<file path="src/old_params.svh">
// Constants for the output logic and delay block: offsets, fields, resets, timing
`ifndef OLD_PARAMS_SVH
`define OLD_PARAMS_SVH

// Register byte offsets
`define OLD_OFS_COMB_CFG 8'h00
`define OLD_OFS_ROUTE_CFG 8'h04
`define OLD_OFS_TERM_ONE_DLY 8'h08
`define OLD_OFS_TERM_TWO_DLY 8'h0C
`define OLD_OFS_RELAY_DLY 8'h10
`define OLD_OFS_STATUS 8'h14

// Combiner configuration fields
`define OLD_CFG_A_LSB 0
`define OLD_CFG_B_LSB 4
`define OLD_CFG_OP_LSB 8
`define OLD_CFG_RESP_LSB 12

// Routing fields, one 4-bit source code per output
`define OLD_ROUTE_W 4

// Delay register fields
`define OLD_DLY_ON_LSB 0
`define OLD_DLY_OFF_LSB 16
`define OLD_DLY_W 10

// Status fields
`define OLD_ST_OUT_LSB 0
`define OLD_ST_TRIP_BIT 3
`define OLD_ST_COMB_BIT 4
`define OLD_ST_MOTOR_BIT 5
`define OLD_ST_FUNC_LSB 8

// Reset values
`define OLD_RST_A_SEL 4'h0
`define OLD_RST_B_SEL 4'h1
`define OLD_RST_OP 2'h0
`define OLD_RST_RESP 2'h0
`define OLD_RST_ROUTE_ONE 4'h0
`define OLD_RST_ROUTE_TWO 4'h1
`define OLD_RST_ROUTE_RELAY 4'h9
`define OLD_RST_DLY 10'h000

// Source codes and limits
`define OLD_FUNC_COUNT 9
`define OLD_SRC_COMBINED 4'h9
`define OLD_DLY_MAX 10'd1000

// Timing: step and forced hold in ms, clock in MHz
`define OLD_CLK_MHZ 250
`define OLD_STEP_MS 100
`define OLD_FORCE_HOLD_MS 1000
`define OLD_STEP_CYCLES (`OLD_STEP_MS * `OLD_CLK_MHZ * 1000)
`define OLD_FORCE_HOLD_STEPS (`OLD_FORCE_HOLD_MS / `OLD_STEP_MS)

`endif

</file>
<file path="src/old_pkg.sv">
// Types shared by the output logic and delay block
package old_pkg;

    // Combiner operator codes
    typedef enum logic [1:0] {
        OLD_OP_AND,
        OLD_OP_OR,
        OLD_OP_XOR,
        OLD_OP_NONE
    } old_op_t;

    // Fault clear response codes
    typedef enum logic [1:0] {
        OLD_RESP_RISE_STOP,
        OLD_RESP_FALL_STOP,
        OLD_RESP_RISE_IDLE,
        OLD_RESP_NONE
    } old_resp_t;

    // Delay timer states
    typedef enum logic {
        OLD_TMR_IDLE,
        OLD_TMR_WAIT
    } old_tmr_state_t;

endpackage : old_pkg

</file>
<file path="src/old_sync2.sv">
// Two flip-flop synchroniser for one level from outside the clock domain
`timescale 1ns/10ps
module old_sync2 (
    input wire logic i_clk,
    input wire logic i_reset_n,
    input wire logic i_async,
    output logic o_sync
);
    logic meta;

    // First stage feeds only the second stage
    always_ff @(posedge i_clk or negedge i_reset_n)
    begin
        if (!i_reset_n)
        begin
            meta <= 1'b0;
            o_sync <= 1'b0;
        end
        else
        begin
            meta <= i_async;
            o_sync <= meta;
        end
    end
endmodule : old_sync2

</file>
<file path="src/old_delay_timer.sv">
// Transition delay timer for one physical output
`timescale 1ns/10ps
`include "old_params.svh"
module old_delay_timer #(
    parameter int TICK_CYCLES = `OLD_STEP_CYCLES
) (
    input wire logic i_clk,
    input wire logic i_reset_n,
    input wire logic i_level,
    input wire logic i_force_off,
    input wire logic [`OLD_DLY_W-1:0] i_on_delay,
    input wire logic [`OLD_DLY_W-1:0] i_off_delay,
    output logic o_level
);
    import old_pkg::*;

    localparam int PW = $clog2(TICK_CYCLES + 1);
    localparam logic [PW-1:0] PRE_LAST = PW'(TICK_CYCLES - 1);
    localparam logic [`OLD_DLY_W-1:0] HOLD_STEPS = `OLD_DLY_W'(`OLD_FORCE_HOLD_STEPS);

    old_tmr_state_t state;
    old_tmr_state_t next_state;
    logic [PW-1:0] pre;
    logic [PW-1:0] next_pre;
    logic [`OLD_DLY_W-1:0] steps;
    logic [`OLD_DLY_W-1:0] next_steps;
    logic next_level;

    // Forced off wins over the undelayed level
    wire target = i_level & ~i_force_off;
    wire differs = target != o_level;
    wire off_used = i_off_delay != '0;
    // Forced off keeps an output that uses an off delay on for about one second
    wire [`OLD_DLY_W-1:0] off_need = i_force_off ? (off_used ? HOLD_STEPS : '0) : i_off_delay;
    wire [`OLD_DLY_W-1:0] need = target ? i_on_delay : off_need;
    wire [`OLD_DLY_W-1:0] steps_inc = steps + `OLD_DLY_W'(1);

    // Step counting; comparing with >= lets a shortened need end the wait at the end of the current step
    always_comb
    begin
        next_state = state;
        next_pre = pre;
        next_steps = steps;
        next_level = o_level;
        if (!differs)
        begin
            next_state = OLD_TMR_IDLE;
            next_pre = '0;
            next_steps = '0;
        end
        else if (need == '0)
        begin
            next_level = target;
            next_state = OLD_TMR_IDLE;
        end
        else
        begin
            case (state)
                OLD_TMR_IDLE:
                begin
                    next_state = OLD_TMR_WAIT;
                    next_pre = '0;
                    next_steps = '0;
                end
                OLD_TMR_WAIT:
                begin
                    if (pre == PRE_LAST)
                    begin
                        next_pre = '0;
                        next_steps = steps_inc;
                        if (steps_inc >= need)
                        begin
                            next_level = target;
                            next_state = OLD_TMR_IDLE;
                            next_steps = '0;
                        end
                    end
                    else
                    begin
                        next_pre = pre + PW'(1);
                    end
                end
                default:
                begin
                    next_state = OLD_TMR_IDLE;
                end
            endcase
        end
    end

    // Timer state
    always_ff @(posedge i_clk or negedge i_reset_n)
    begin
        if (!i_reset_n)
        begin
            state <= OLD_TMR_IDLE;
            pre <= '0;
            steps <= '0;
            o_level <= 1'b0;
        end
        else
        begin
            state <= next_state;
            pre <= next_pre;
            steps <= next_steps;
            o_level <= next_level;
        end
    end
endmodule : old_delay_timer

</file>
<file path="src/old_output_logic.sv">
// Output combiner, routing, transition delays and fault clear handling with APB registers
//
// The register offsets and the APB register port were chosen for this implementation.
`timescale 1ns/10ps
`include "old_params.svh"

// Operation
// - The combiner applies AND for code 0, OR for code 1 and XOR for code 2 to inputs A and B.
// - Inputs A and B each pick one of nine status functions, A defaulting to 0 and B to 1.
// - The combined output follows the plain truth tables of AND, OR and XOR.
// - The combined result can be routed to terminal one, terminal two or the relay.
// - Every output delays its rising edge, falling edge or both by its own two settings.
// - Delays count in steps of 0.1 s and reach at most 100.0 s.
// - Six delay settings exist, an on and an off delay per output, all reset to zero.
// - Without off delays the fault clear input turns the motor and all outputs off at once, except under code 2 while running.
// - An output with a nonzero off delay stays on about 1 s more after fault clear rises.
// - Response code 0 clears the trip on the rising edge and stops a running drive.
// - Response code 1 clears the trip on the falling edge and stops a running drive.
// - Response code 2 clears the trip on the rising edge and is ignored while running.
module old_output_logic #(
    parameter int TICK_CYCLES = `OLD_STEP_CYCLES
) (
    input wire logic i_clk,
    input wire logic i_reset_n,
    input wire logic i_psel,
    input wire logic i_penable,
    input wire logic i_pwrite,
    input wire logic [7:0] i_paddr,
    input wire logic [31:0] i_pwdata,
    output logic [31:0] o_prdata,
    output logic o_pready,
    output logic o_pslverr,
    input wire logic [`OLD_FUNC_COUNT-1:0] i_status_func,
    input wire logic i_trip_event,
    input wire logic i_running,
    input wire logic i_run_command,
    input wire logic i_fault_clear_input,
    output logic o_term_one,
    output logic o_term_two,
    output logic o_relay,
    output logic o_motor_enable,
    output logic o_trip_state,
    output logic o_stop_request
);
    import old_pkg::*;

    localparam int NOUT = 3;

    // Configuration registers
    logic [3:0] combiner_input_a_select;
    logic [3:0] combiner_input_b_select;
    logic [1:0] combiner_operator_select;
    logic [1:0] fault_clear_response_select;
    logic [`OLD_ROUTE_W-1:0] route [NOUT];
    logic [`OLD_DLY_W-1:0] on_delay [NOUT];
    logic [`OLD_DLY_W-1:0] off_delay [NOUT];

    // Bus answer and control state
    logic [31:0] rd_hold;
    logic err_hold;
    logic clear_level;
    logic clear_prev;
    logic [NOUT-1:0] out_level;

    // APB phase decode; zero wait states, read data caught in the setup cycle
    wire setup = i_psel & ~i_penable;
    wire access = i_psel & i_penable;
    wire wr_en = access & i_pwrite;
    wire hit_cfg = i_paddr == `OLD_OFS_COMB_CFG;
    wire hit_route = i_paddr == `OLD_OFS_ROUTE_CFG;
    wire hit_status = i_paddr == `OLD_OFS_STATUS;
    wire [NOUT-1:0] hit_dly;
    assign hit_dly[0] = i_paddr == `OLD_OFS_TERM_ONE_DLY;
    assign hit_dly[1] = i_paddr == `OLD_OFS_TERM_TWO_DLY;
    assign hit_dly[2] = i_paddr == `OLD_OFS_RELAY_DLY;
    wire mapped = hit_cfg | hit_route | hit_status | (|hit_dly);

    // Written delays saturate at the longest allowed setting
    wire [`OLD_DLY_W-1:0] wr_on_raw = i_pwdata[`OLD_DLY_ON_LSB +: `OLD_DLY_W];
    wire [`OLD_DLY_W-1:0] wr_off_raw = i_pwdata[`OLD_DLY_OFF_LSB +: `OLD_DLY_W];
    wire [`OLD_DLY_W-1:0] wr_on = (wr_on_raw > `OLD_DLY_MAX) ? `OLD_DLY_MAX : wr_on_raw;
    wire [`OLD_DLY_W-1:0] wr_off = (wr_off_raw > `OLD_DLY_MAX) ? `OLD_DLY_MAX : wr_off_raw;

    // Combiner input selection; codes past the last function read as zero
    wire [15:0] func_ext = {7'h00, i_status_func};
    wire in_a = func_ext[combiner_input_a_select];
    wire in_b = func_ext[combiner_input_b_select];
    wire op_and = in_a & in_b;
    wire op_or = in_a | in_b;
    wire op_xor = in_a ^ in_b;
    wire [1:0] op_code = combiner_operator_select;
    wire combined = (op_code == OLD_OP_AND) ? op_and :
                    (op_code == OLD_OP_OR) ? op_or :
                    (op_code == OLD_OP_XOR) ? op_xor : 1'b0;

    // Route sources: function codes, combined result at code 9
    wire [15:0] src_vec = {6'h00, combined, i_status_func};

    // Fault clear edges on the synchronised level
    wire clear_rise = clear_level & ~clear_prev;
    wire clear_fall = ~clear_level & clear_prev;
    wire [1:0] resp = fault_clear_response_select;
    wire resp_rise_stop = resp == OLD_RESP_RISE_STOP;
    wire resp_fall_stop = resp == OLD_RESP_FALL_STOP;
    wire resp_rise_idle = resp == OLD_RESP_RISE_IDLE;
    wire clear_evt = (resp_rise_stop & clear_rise)
                   | (resp_fall_stop & clear_fall)
                   | (resp_rise_idle & clear_rise & ~i_running);
    wire stop_evt = i_running & ((resp_rise_stop & clear_rise) | (resp_fall_stop & clear_fall));
    // Code 2 leaves a running drive and its outputs alone
    wire force_off = clear_level & ~(resp_rise_idle & i_running);
    // A trip event in the clearing cycle keeps the trip
    wire next_trip = i_trip_event | (o_trip_state & ~clear_evt);
    wire next_motor = i_run_command & ~o_trip_state & ~force_off;

    // Readback words
    wire [31:0] cfg_word = {18'h0, fault_clear_response_select, 2'h0,
                            combiner_operator_select, combiner_input_b_select,
                            combiner_input_a_select};
    wire [31:0] route_word = {20'h0, route[2], route[1], route[0]};
    wire [31:0] status_word = {15'h0, i_status_func, 2'h0, o_motor_enable, combined,
                               o_trip_state, out_level};
    wire [31:0] dly_word [NOUT];
    wire [31:0] dly_read;
    assign dly_read = hit_dly[0] ? dly_word[0] :
                      hit_dly[1] ? dly_word[1] :
                      hit_dly[2] ? dly_word[2] : 32'h0000_0000;
    wire [31:0] rd_data = hit_cfg ? cfg_word :
                          hit_route ? route_word :
                          hit_status ? status_word : dly_read;

    // One timer per output, fed from its routed source
    genvar k;
    generate
        for (k = 0; k < NOUT; k++)
        begin : g_out
            wire undelayed = src_vec[route[k]];
            assign dly_word[k] = {6'h00, off_delay[k], 6'h00, on_delay[k]};
            old_delay_timer #(
                .TICK_CYCLES(TICK_CYCLES)
            ) u_timer (
                .i_clk(i_clk),
                .i_reset_n(i_reset_n),
                .i_level(undelayed),
                .i_force_off(force_off),
                .i_on_delay(on_delay[k]),
                .i_off_delay(off_delay[k]),
                .o_level(out_level[k])
            );

            // Delay settings per output, zero after reset
            always_ff @(posedge i_clk or negedge i_reset_n)
            begin
                if (!i_reset_n)
                begin
                    on_delay[k] <= `OLD_RST_DLY;
                    off_delay[k] <= `OLD_RST_DLY;
                end
                else if (wr_en & hit_dly[k])
                begin
                    on_delay[k] <= wr_on;
                    off_delay[k] <= wr_off;
                end
            end
        end
    endgenerate

    // Synchronised fault clear pin
    old_sync2 u_clear_sync (
        .i_clk(i_clk),
        .i_reset_n(i_reset_n),
        .i_async(i_fault_clear_input),
        .o_sync(clear_level)
    );

    // Combiner configuration register
    always_ff @(posedge i_clk or negedge i_reset_n)
    begin
        if (!i_reset_n)
        begin
            combiner_input_a_select <= `OLD_RST_A_SEL;
            combiner_input_b_select <= `OLD_RST_B_SEL;
            combiner_operator_select <= `OLD_RST_OP;
            fault_clear_response_select <= `OLD_RST_RESP;
        end
        else if (wr_en & hit_cfg)
        begin
            combiner_input_a_select <= i_pwdata[`OLD_CFG_A_LSB +: 4];
            combiner_input_b_select <= i_pwdata[`OLD_CFG_B_LSB +: 4];
            combiner_operator_select <= i_pwdata[`OLD_CFG_OP_LSB +: 2];
            fault_clear_response_select <= i_pwdata[`OLD_CFG_RESP_LSB +: 2];
        end
    end

    // Routing register
    always_ff @(posedge i_clk or negedge i_reset_n)
    begin
        if (!i_reset_n)
        begin
            route[0] <= `OLD_RST_ROUTE_ONE;
            route[1] <= `OLD_RST_ROUTE_TWO;
            route[2] <= `OLD_RST_ROUTE_RELAY;
        end
        else if (wr_en & hit_route)
        begin
            route[0] <= i_pwdata[0 +: `OLD_ROUTE_W];
            route[1] <= i_pwdata[`OLD_ROUTE_W +: `OLD_ROUTE_W];
            route[2] <= i_pwdata[2*`OLD_ROUTE_W +: `OLD_ROUTE_W];
        end
    end

    // Read data and error caught in the setup cycle
    always_ff @(posedge i_clk or negedge i_reset_n)
    begin
        if (!i_reset_n)
        begin
            rd_hold <= 32'h0000_0000;
            err_hold <= 1'b0;
        end
        else if (setup)
        begin
            rd_hold <= i_pwrite ? 32'h0000_0000 : rd_data;
            err_hold <= ~mapped;
        end
    end

    // Trip, motor drive, stop pulse and edge history
    always_ff @(posedge i_clk or negedge i_reset_n)
    begin
        if (!i_reset_n)
        begin
            o_trip_state <= 1'b0;
            o_motor_enable <= 1'b0;
            o_stop_request <= 1'b0;
            clear_prev <= 1'b0;
        end
        else
        begin
            o_trip_state <= next_trip;
            o_motor_enable <= next_motor;
            o_stop_request <= stop_evt;
            clear_prev <= clear_level;
        end
    end

    // Bus answer and physical outputs
    assign o_pready = access;
    assign o_pslverr = access & err_hold;
    assign o_prdata = rd_hold;
    assign o_term_one = out_level[0];
    assign o_term_two = out_level[1];
    assign o_relay = out_level[2];
endmodule : old_output_logic

</file>
<file path="config.mk">
export PLATFORM = sky130hd
export DESIGN_NAME = old_output_logic
export DESIGN_NICKNAME = d
export VERILOG_FILES = /design/src/old_pkg.sv /design/src/old_sync2.sv /design/src/old_delay_timer.sv /design/src/old_output_logic.sv
export VERILOG_INCLUDE_DIRS = /design/src /design/src/src
export SDC_FILE = /design/constraint.sdc
export NUM_CORES = 1
export LEC_CHECK = 0
export BUFFER_PORTS_ARGS = -buffer_cell sky130_fd_sc_hd__buf_4
export CORE_ASPECT_RATIO = 1.75
export CORE_MARGIN = 2
export CORE_UTILIZATION = 60
export DETAILED_ROUTE_END_ITERATION = 8
export PLACE_DENSITY = 0.9
export SLEW_MARGIN = 20
export SYNTH_ARGS = -nofsm -noshare
export SYNTH_HDL_FRONTEND = slang
export SYNTH_SLANG_ARGS = --single-unit
export TNS_END_PERCENT = 20
</file>
<file path="constraint.sdc">
create_clock -name i_clk -period 5.78 [get_ports i_clk]
set_input_delay 0 -clock i_clk [delete_from_list [all_inputs] [get_ports i_clk]]
set_output_delay 0 -clock i_clk [all_outputs]
set_load 0.1 [all_outputs]
</file>
# == After elaboration in Yosys (flattened, before gate mapping) ==
# Cells that the tools add are included.
# word_totals
input_bits,58
register_bits,234
output_inout_bits,40
# classes
n_mux,85
n_bitwise,45
reduce_logical,25
addsub,6
eq_ne,21
magnitude_cmp,10
# op_table
op,n
2-to-1 mux 25 bit,9
2-to-1 mux 10 bit,20
2-to-1 mux 26 bit,7
case mux 25 bit (2 select lines),3
"adder 25 x 1 -> 25 bit, second input constant",3
"equality test 25 bit, second input constant",3
case mux 10 bit (2 select lines),3
2-to-1 mux 1 bit,32
"adder 10 x 1 -> 10 bit, second input constant",3
greater-or-equal comparator 10 bit,3
logical NOT 10 bit,3
nonzero test 10 bit,3
AND 1 bit,25
"< comparator 4 x 5 -> 1 bit, second input constant",5
binary-select mux 1 bit (select 4 bit),5
"greater-than comparator 10 bit, second input constant",2
nonzero test 2 bit,9
"equality test 8 x 4 -> 1 bit, second input constant",2
"equality test 8 x 5 -> 1 bit, second input constant",2
2-to-1 mux 4 bit,3
inverter 1 bit,12
AND reduction 4 bit,3
"!= test 3 bit, second input constant",3
"equality test 8 x 3 -> 1 bit, second input constant",1
other kinds (11),28

# == Longest topological paths before layout ==
# depth
ltp_word,16
mapped_depth,22

# == By module ==
# From an unflattened synthesis, not the netlist that was laid out.
# unflattened
hier_cells,1429
area_unflattened_um2,13950.9
# by_module_without_submodules
module,seq_area_each_um2,cells_per_inst,n_inst,area_per_inst_um2
old_output_logic,2882.8,517,1,5805.6
old_delay_timer (g_out[1].u_timer ...),925.9,305,2,2698.8
old_delay_timer (g_out[0].u_timer),925.9,300,1,2697.6
old_sync2,50.0,2,1,50.0

# == Worst setup path before layout ==
# OpenSTA, ideal clock, no wires.
# synth_timing
path_kind,reg2reg
from,reg combiner_input_b_select[0]
to,reg g_out[2].u_timer.steps[0]
arrival_time_ps,4865
slack_ps,850
n_path_buf,1
path_stages_with_launch,21
required_time_ps,5715
synth_period_minus_slack_ps,4930
cell_sequence,dfstp_2 -> mux4_2 -> mux2i_1 -> nor2_1 -> nor2_1 -> ha_1 -> mux2i_1 -> o211a_1 -> nor2_1 -> or2_2 -> clkbuf_1 -> mux2_2 -> nand2_1 -> ha_1 -> or3_1 -> or3_1 -> o21ai_0 -> a21oi_1 -> nor3b_2 -> nor3b_2 -> mux2_2
# synth_via
elab_chain_len,16
elab_cells_between_ends,23
cone_classes,1 x order compare; 3 x eq/ne; 13 x mux; 4 x bitwise; 2 x reduce/logical
# synth_rtl
item,line,text
start: declaration,old_output_logic.sv:51,logic [3:0] combiner_input_b_select;
start signal: assignment,old_output_logic.sv:182,combiner_input_b_select <= `OLD_RST_B_SEL;
start signal: assignment,old_output_logic.sv:189,combiner_input_b_select <= i_pwdata[`OLD_CFG_B_LSB +: 4];
binary-select mux 1 bit (select 4 bit) (*),old_output_logic.sv:87,wire in_b = func_ext[combiner_input_b_select];
2-to-1 mux 1 bit (implied by the code) (*),old_output_logic.sv:87,
bitwise XOR 1 bit,old_output_logic.sv:90,wire op_xor = in_a ^ in_b;
2-to-1 mux 1 bit,old_output_logic.sv:94,(op_code == OLD_OP_XOR) ? op_xor : 1'b0;
2-to-1 mux 1 bit,old_output_logic.sv:93,(op_code == OLD_OP_OR) ? op_or :
2-to-1 mux 1 bit (*),old_output_logic.sv:92,wire combined = (op_code == OLD_OP_AND) ? op_and :
binary-select mux 1 bit (select 4 bit) (*),old_output_logic.sv:137,wire undelayed = src_vec[route[k]];
2-to-1 mux 1 bit (implied by the code) (*),old_output_logic.sv:137,
AND 1 bit (*),old_delay_timer.sv:30,wire target = i_level & ~i_force_off;
2-to-1 mux 10 bit,old_delay_timer.sv:35,wire [`OLD_DLY_W-1:0] need = target ? i_on_delay : off_need;
greater-or-equal comparator 10 bit,old_delay_timer.sv:71,if (steps_inc >= need)
2-to-1 mux 10 bit,old_delay_timer.sv:71,
2-to-1 mux 10 bit,old_delay_timer.sv:67,if (pre == PRE_LAST)
case mux 10 bit (2 select lines),old_delay_timer.sv:58,case (state)
2-to-1 mux 10 bit,old_delay_timer.sv:51,else if (need == '0)
2-to-1 mux 10 bit,old_delay_timer.sv:45,if (!differs)
end signal: assignment,old_delay_timer.sv:105,steps <= next_steps;
end: declaration,old_delay_timer.sv:25,logic [`OLD_DLY_W-1:0] steps;
# Every way passes the cells marked *; elsewhere a longest branch is shown, timed or not. The select of a mux whose other input is x is not followed.
# A chain may end at the register's enable or synchronous reset.

# == Final worst setup path ==
# Ends and elaborated chain as after synthesis.

==> results_dict.tcl <==
set metrics [dict create \
    grt_max_degree 128 \
    fillers 1614 \
    gp_congestion 0.974 \
    slew_violations 0 \
    core_area_um2 22000 \
    area_growth_pct 14.7 \
    hold_viol_final 0 \
    p_per_area_nw_per_um2 230 \
    slowest_delay_ps 600 \
    hold_depth 5 \
    yosysUniqueCellTypes 80 \
    insertion_delay_ps 530 \
    num_vias 12387 \
    root_buffer "clkbuf_16" \
    criticalPathCategory "reg -> reg" \
    synth-edff-count 0 \
    clk_pin_slew_ps 60 \
    r2r_start "combiner_input_b_select[0]" \
    status "completed" \
    skew_ps 29.6 \
    synth_ff_type "dfrtp_1" \
    finalSetupViolCount 0 \
    vias_per_cell 6.64 \
    required_ps 6230 \
    clkSinkCount 228 \
    rows 72 \
    ys_warn_count 0 \
    worst_slack_ps 254 \
    gr-total-overflow 0 \
    die_w_um 117 \
    drt_pre_antenna_iters 8 \
    p_total_w 0.00352 \
    max_freq_mhz 181 \
    port_buffers 83 \
    p_leak_nw 6.93 \
    rsz0062_at_grt "no" \
    final_common_cell "dfrtp_1" \
    start_kind "register" \
    worst_path_max_delay_cell "dfstp_2" \
    cp_common_cell "nor2_1" \
    place_hpwl_um 26800 \
    period_needed_ps 5530 \
    cts-buffers-inserted 22 \
    crit_fanout 12 \
    multi_input_comb_area_um2 7230 \
    regArea_um2 5710 \
    post-route-drc-count 0 \
    final_cell_mix "224 x dfrtp_1, 195 x nand2_1, 121 x nor2_1, 121 x o21ai_0, 99 x buf_4" \
    min_from "i_psel" \
    relSlewSlack_pct 23.1 \
    worstMarginPinSlew_ps 1150 \
    final.period_utilization_pct 95.6 \
    cts-resized-gates 0 \
    routed_wl_um 39900 \
    grt_use_total_pct 34.7 \
    ant_nets 0 \
    drt-initial-drc-count 1316 \
    io_pins 98 \
    initial_core_util_pct 60.8 \
    crit_start "combiner_input_b_select[0]" \
    die_h_um 201 \
    async_flop_share_pct 100 \
    antenna_found_initial 0 \
    reg2regPathDepth 20 \
    fin_util_pct 69.7 \
    ir_worst_vdd_mv 0.269 \
    post_drt_wl_per_cell_um 21.4 \
    diodes 0 \
    syn_inst 1459 \
    end_kind "register" \
    tns_ps 0 \
    finalNetCount 1653 \
    post-place-ws_ps 577 \
    cts_tree "yes" \
    synth_seq_cells 228 \
    critPathArrivalTime_ps 5970 \
    hp-class "in -> reg" \
    cp_cell_sequence "mux4_2 -> mux2i_1 -> nor2_1 -> nor2_1 -> ha_1 -> mux2i_1 -> o211a_1 -> nor2_1 -> or2_2 -> mux2_2 -> nand2_1 -> ha_1 -> or3_1 -> or3_1 -> o21ai_0 -> a21oi_1 -> nor3b_2 -> buf_4 -> nor3b_2 -> mux2_2" \
    dieArea_um2 23500 \
    post_synth.cell_area_avg_um2 9.16 \
    netlist_area_um2 13400 \
    hold_slack_ps 44.6 \
    ys_seq_area_share_pct 42.7 \
    cap_violations 0 \
    h-tree-depth 1 \
    clockBufferDepth 3 \
    grt_pass1_vias 12491 \
    drive_gt1_share_pct 14.4 \
    grt_pass1_wl_um 64400 \
]
==> registers in the layout, summed over array words and instances (netlist names) <==
| name | cells |
|---|---|
| o_motor_enable | 1 |
| clear_prev | 1 |
| g_out.u_timer.state | 3 |
| combiner_operator_select | 2 |
| fault_clear_response_select | 2 |
| u_clear_sync.o_sync | 1 |
| g_out.u_timer.steps | 30 |
| o_prdata | 26 |
| o_trip_state | 1 |
| dly_word | 60 |
| g_out.u_timer.o_level | 3 |
| combiner_input_b_select | 4 |
| err_hold | 1 |
| o_stop_request | 1 |
| u_clear_sync.meta | 1 |
| g_out.u_timer.pre | 75 |
| route | 12 |
| combiner_input_a_select | 4 |
==> cells by family (layout without fill, tap and decap cells) <==
logic type | count (synthesis) | in the layout | synth area share (%)
other | 1 | 6 | 0.0281
buffers and inverters | 113 | 218 | 3.56
DFF | 228 | 228 | 42.7
muxes | 84 | 84 | 7.59
adders and majority gates | 38 | 38 | 3.56
xor gates and xnor gates | 43 | 43 | 2.82
and+or+nand+nor | 596 | 596 | 21.9
AOI/OAI and AO/OA | 356 | 356 | 17.8
==> what timing repair did <==
action | CTS | global route
buffers inserted | 0 | 0
hold buffers | 40 | 0
endpoints found under the hold margin | 226 | 0
==> power breakdown <==
part           switching, W  internal [W]
clock              0.000628      0.000830
sequential        0.0000306       0.00161
combinational      0.000281      0.000134
total              0.000940       0.00258
==> per-layer routing <==
metal,vias up,share of wire (%),global-route usage (%)
met1,6010,34,38.6
met3,233,6.8,6.75
met4,0,9.4,24.7
met5,-,0,0
met2,618,50,57.9
li1,5526,-,-
==> Yosys cell counts (7+ instances only) <==
master	n	area (um2)
o22ai_1	17	106
xnor2_1	36	315
a21o_1	15	113
mux2i_1	20	200
nand3_1	58	290
nor4b_1	8	70.1
xor2_1	7	61.3
a22o_1	23	201
clkbuf_1	52	195
ha_1	38	475
nand2_1	195	732
nand4_1	17	106
inv_1	42	158
nand2b_1	14	87.6
or3_1	17	106
o41ai_1	19	166
o2bb2ai_1	10	87.6
mux2_2	56	631
and3_1	34	213
or2_2	10	62.6
buf_2	11	55.1
nor2b_1	14	87.6
dfrtp_1	224	5610
nor4_1	28	175
a21oi_1	56	280
o21ai_0	121	606
o31ai_1	21	158
nor2_1	123	462
a2bb2oi_1	7	61.3
mux4_2	7	158
nor3_1	40	200
==> final timing paths <==
check / endpoint / slack (ps)
setup / recovery: g_out[2].u_timer.steps[0] / 250
hold / removal: o_prdata[13] / 40
setup reg to reg: g_out[2].u_timer.steps[0] / 250
hold reg to reg: u_clear_sync.o_sync / 370
max in group asynchronous: g_out[1].u_timer.pre[4] / 4010
min in group asynchronous: o_prdata[12] / 150
==> critical path, delay by kind of cell (launching register included) <==
kind | cells | cell delay (ps)
compound gates | 3 | 490
mux | 5 | 1510
simple gates | 9 | 2190
buf+inv | 1 | 180
fa+ha+maj | 2 | 460
flops | 1 | 600
==> metrics by stage <==
| step | instance area [um2] | std cells |
|---|---|---|
| detailed placement | 14200 | 1789 |
| global placement | 14200 | 1789 |
| global route | 15300 | 1865 |
| CTS | 15300 | 1865 |
| floorplan | 13400 | 1464 |
| finish | 15300 | 1865 |
==> area by class of cell <==
type	count	area share, %
Inverter	42	1.03
Sequential cell	228	37.3
Clock buffer	33	4.06
Multi-Input combinational cell	1123	47.2
Tap cell	296	2.42
Timing Repair Buffer	140	7.56
Clock inverter	3	0.498
(Power assumes the default switching activity.)
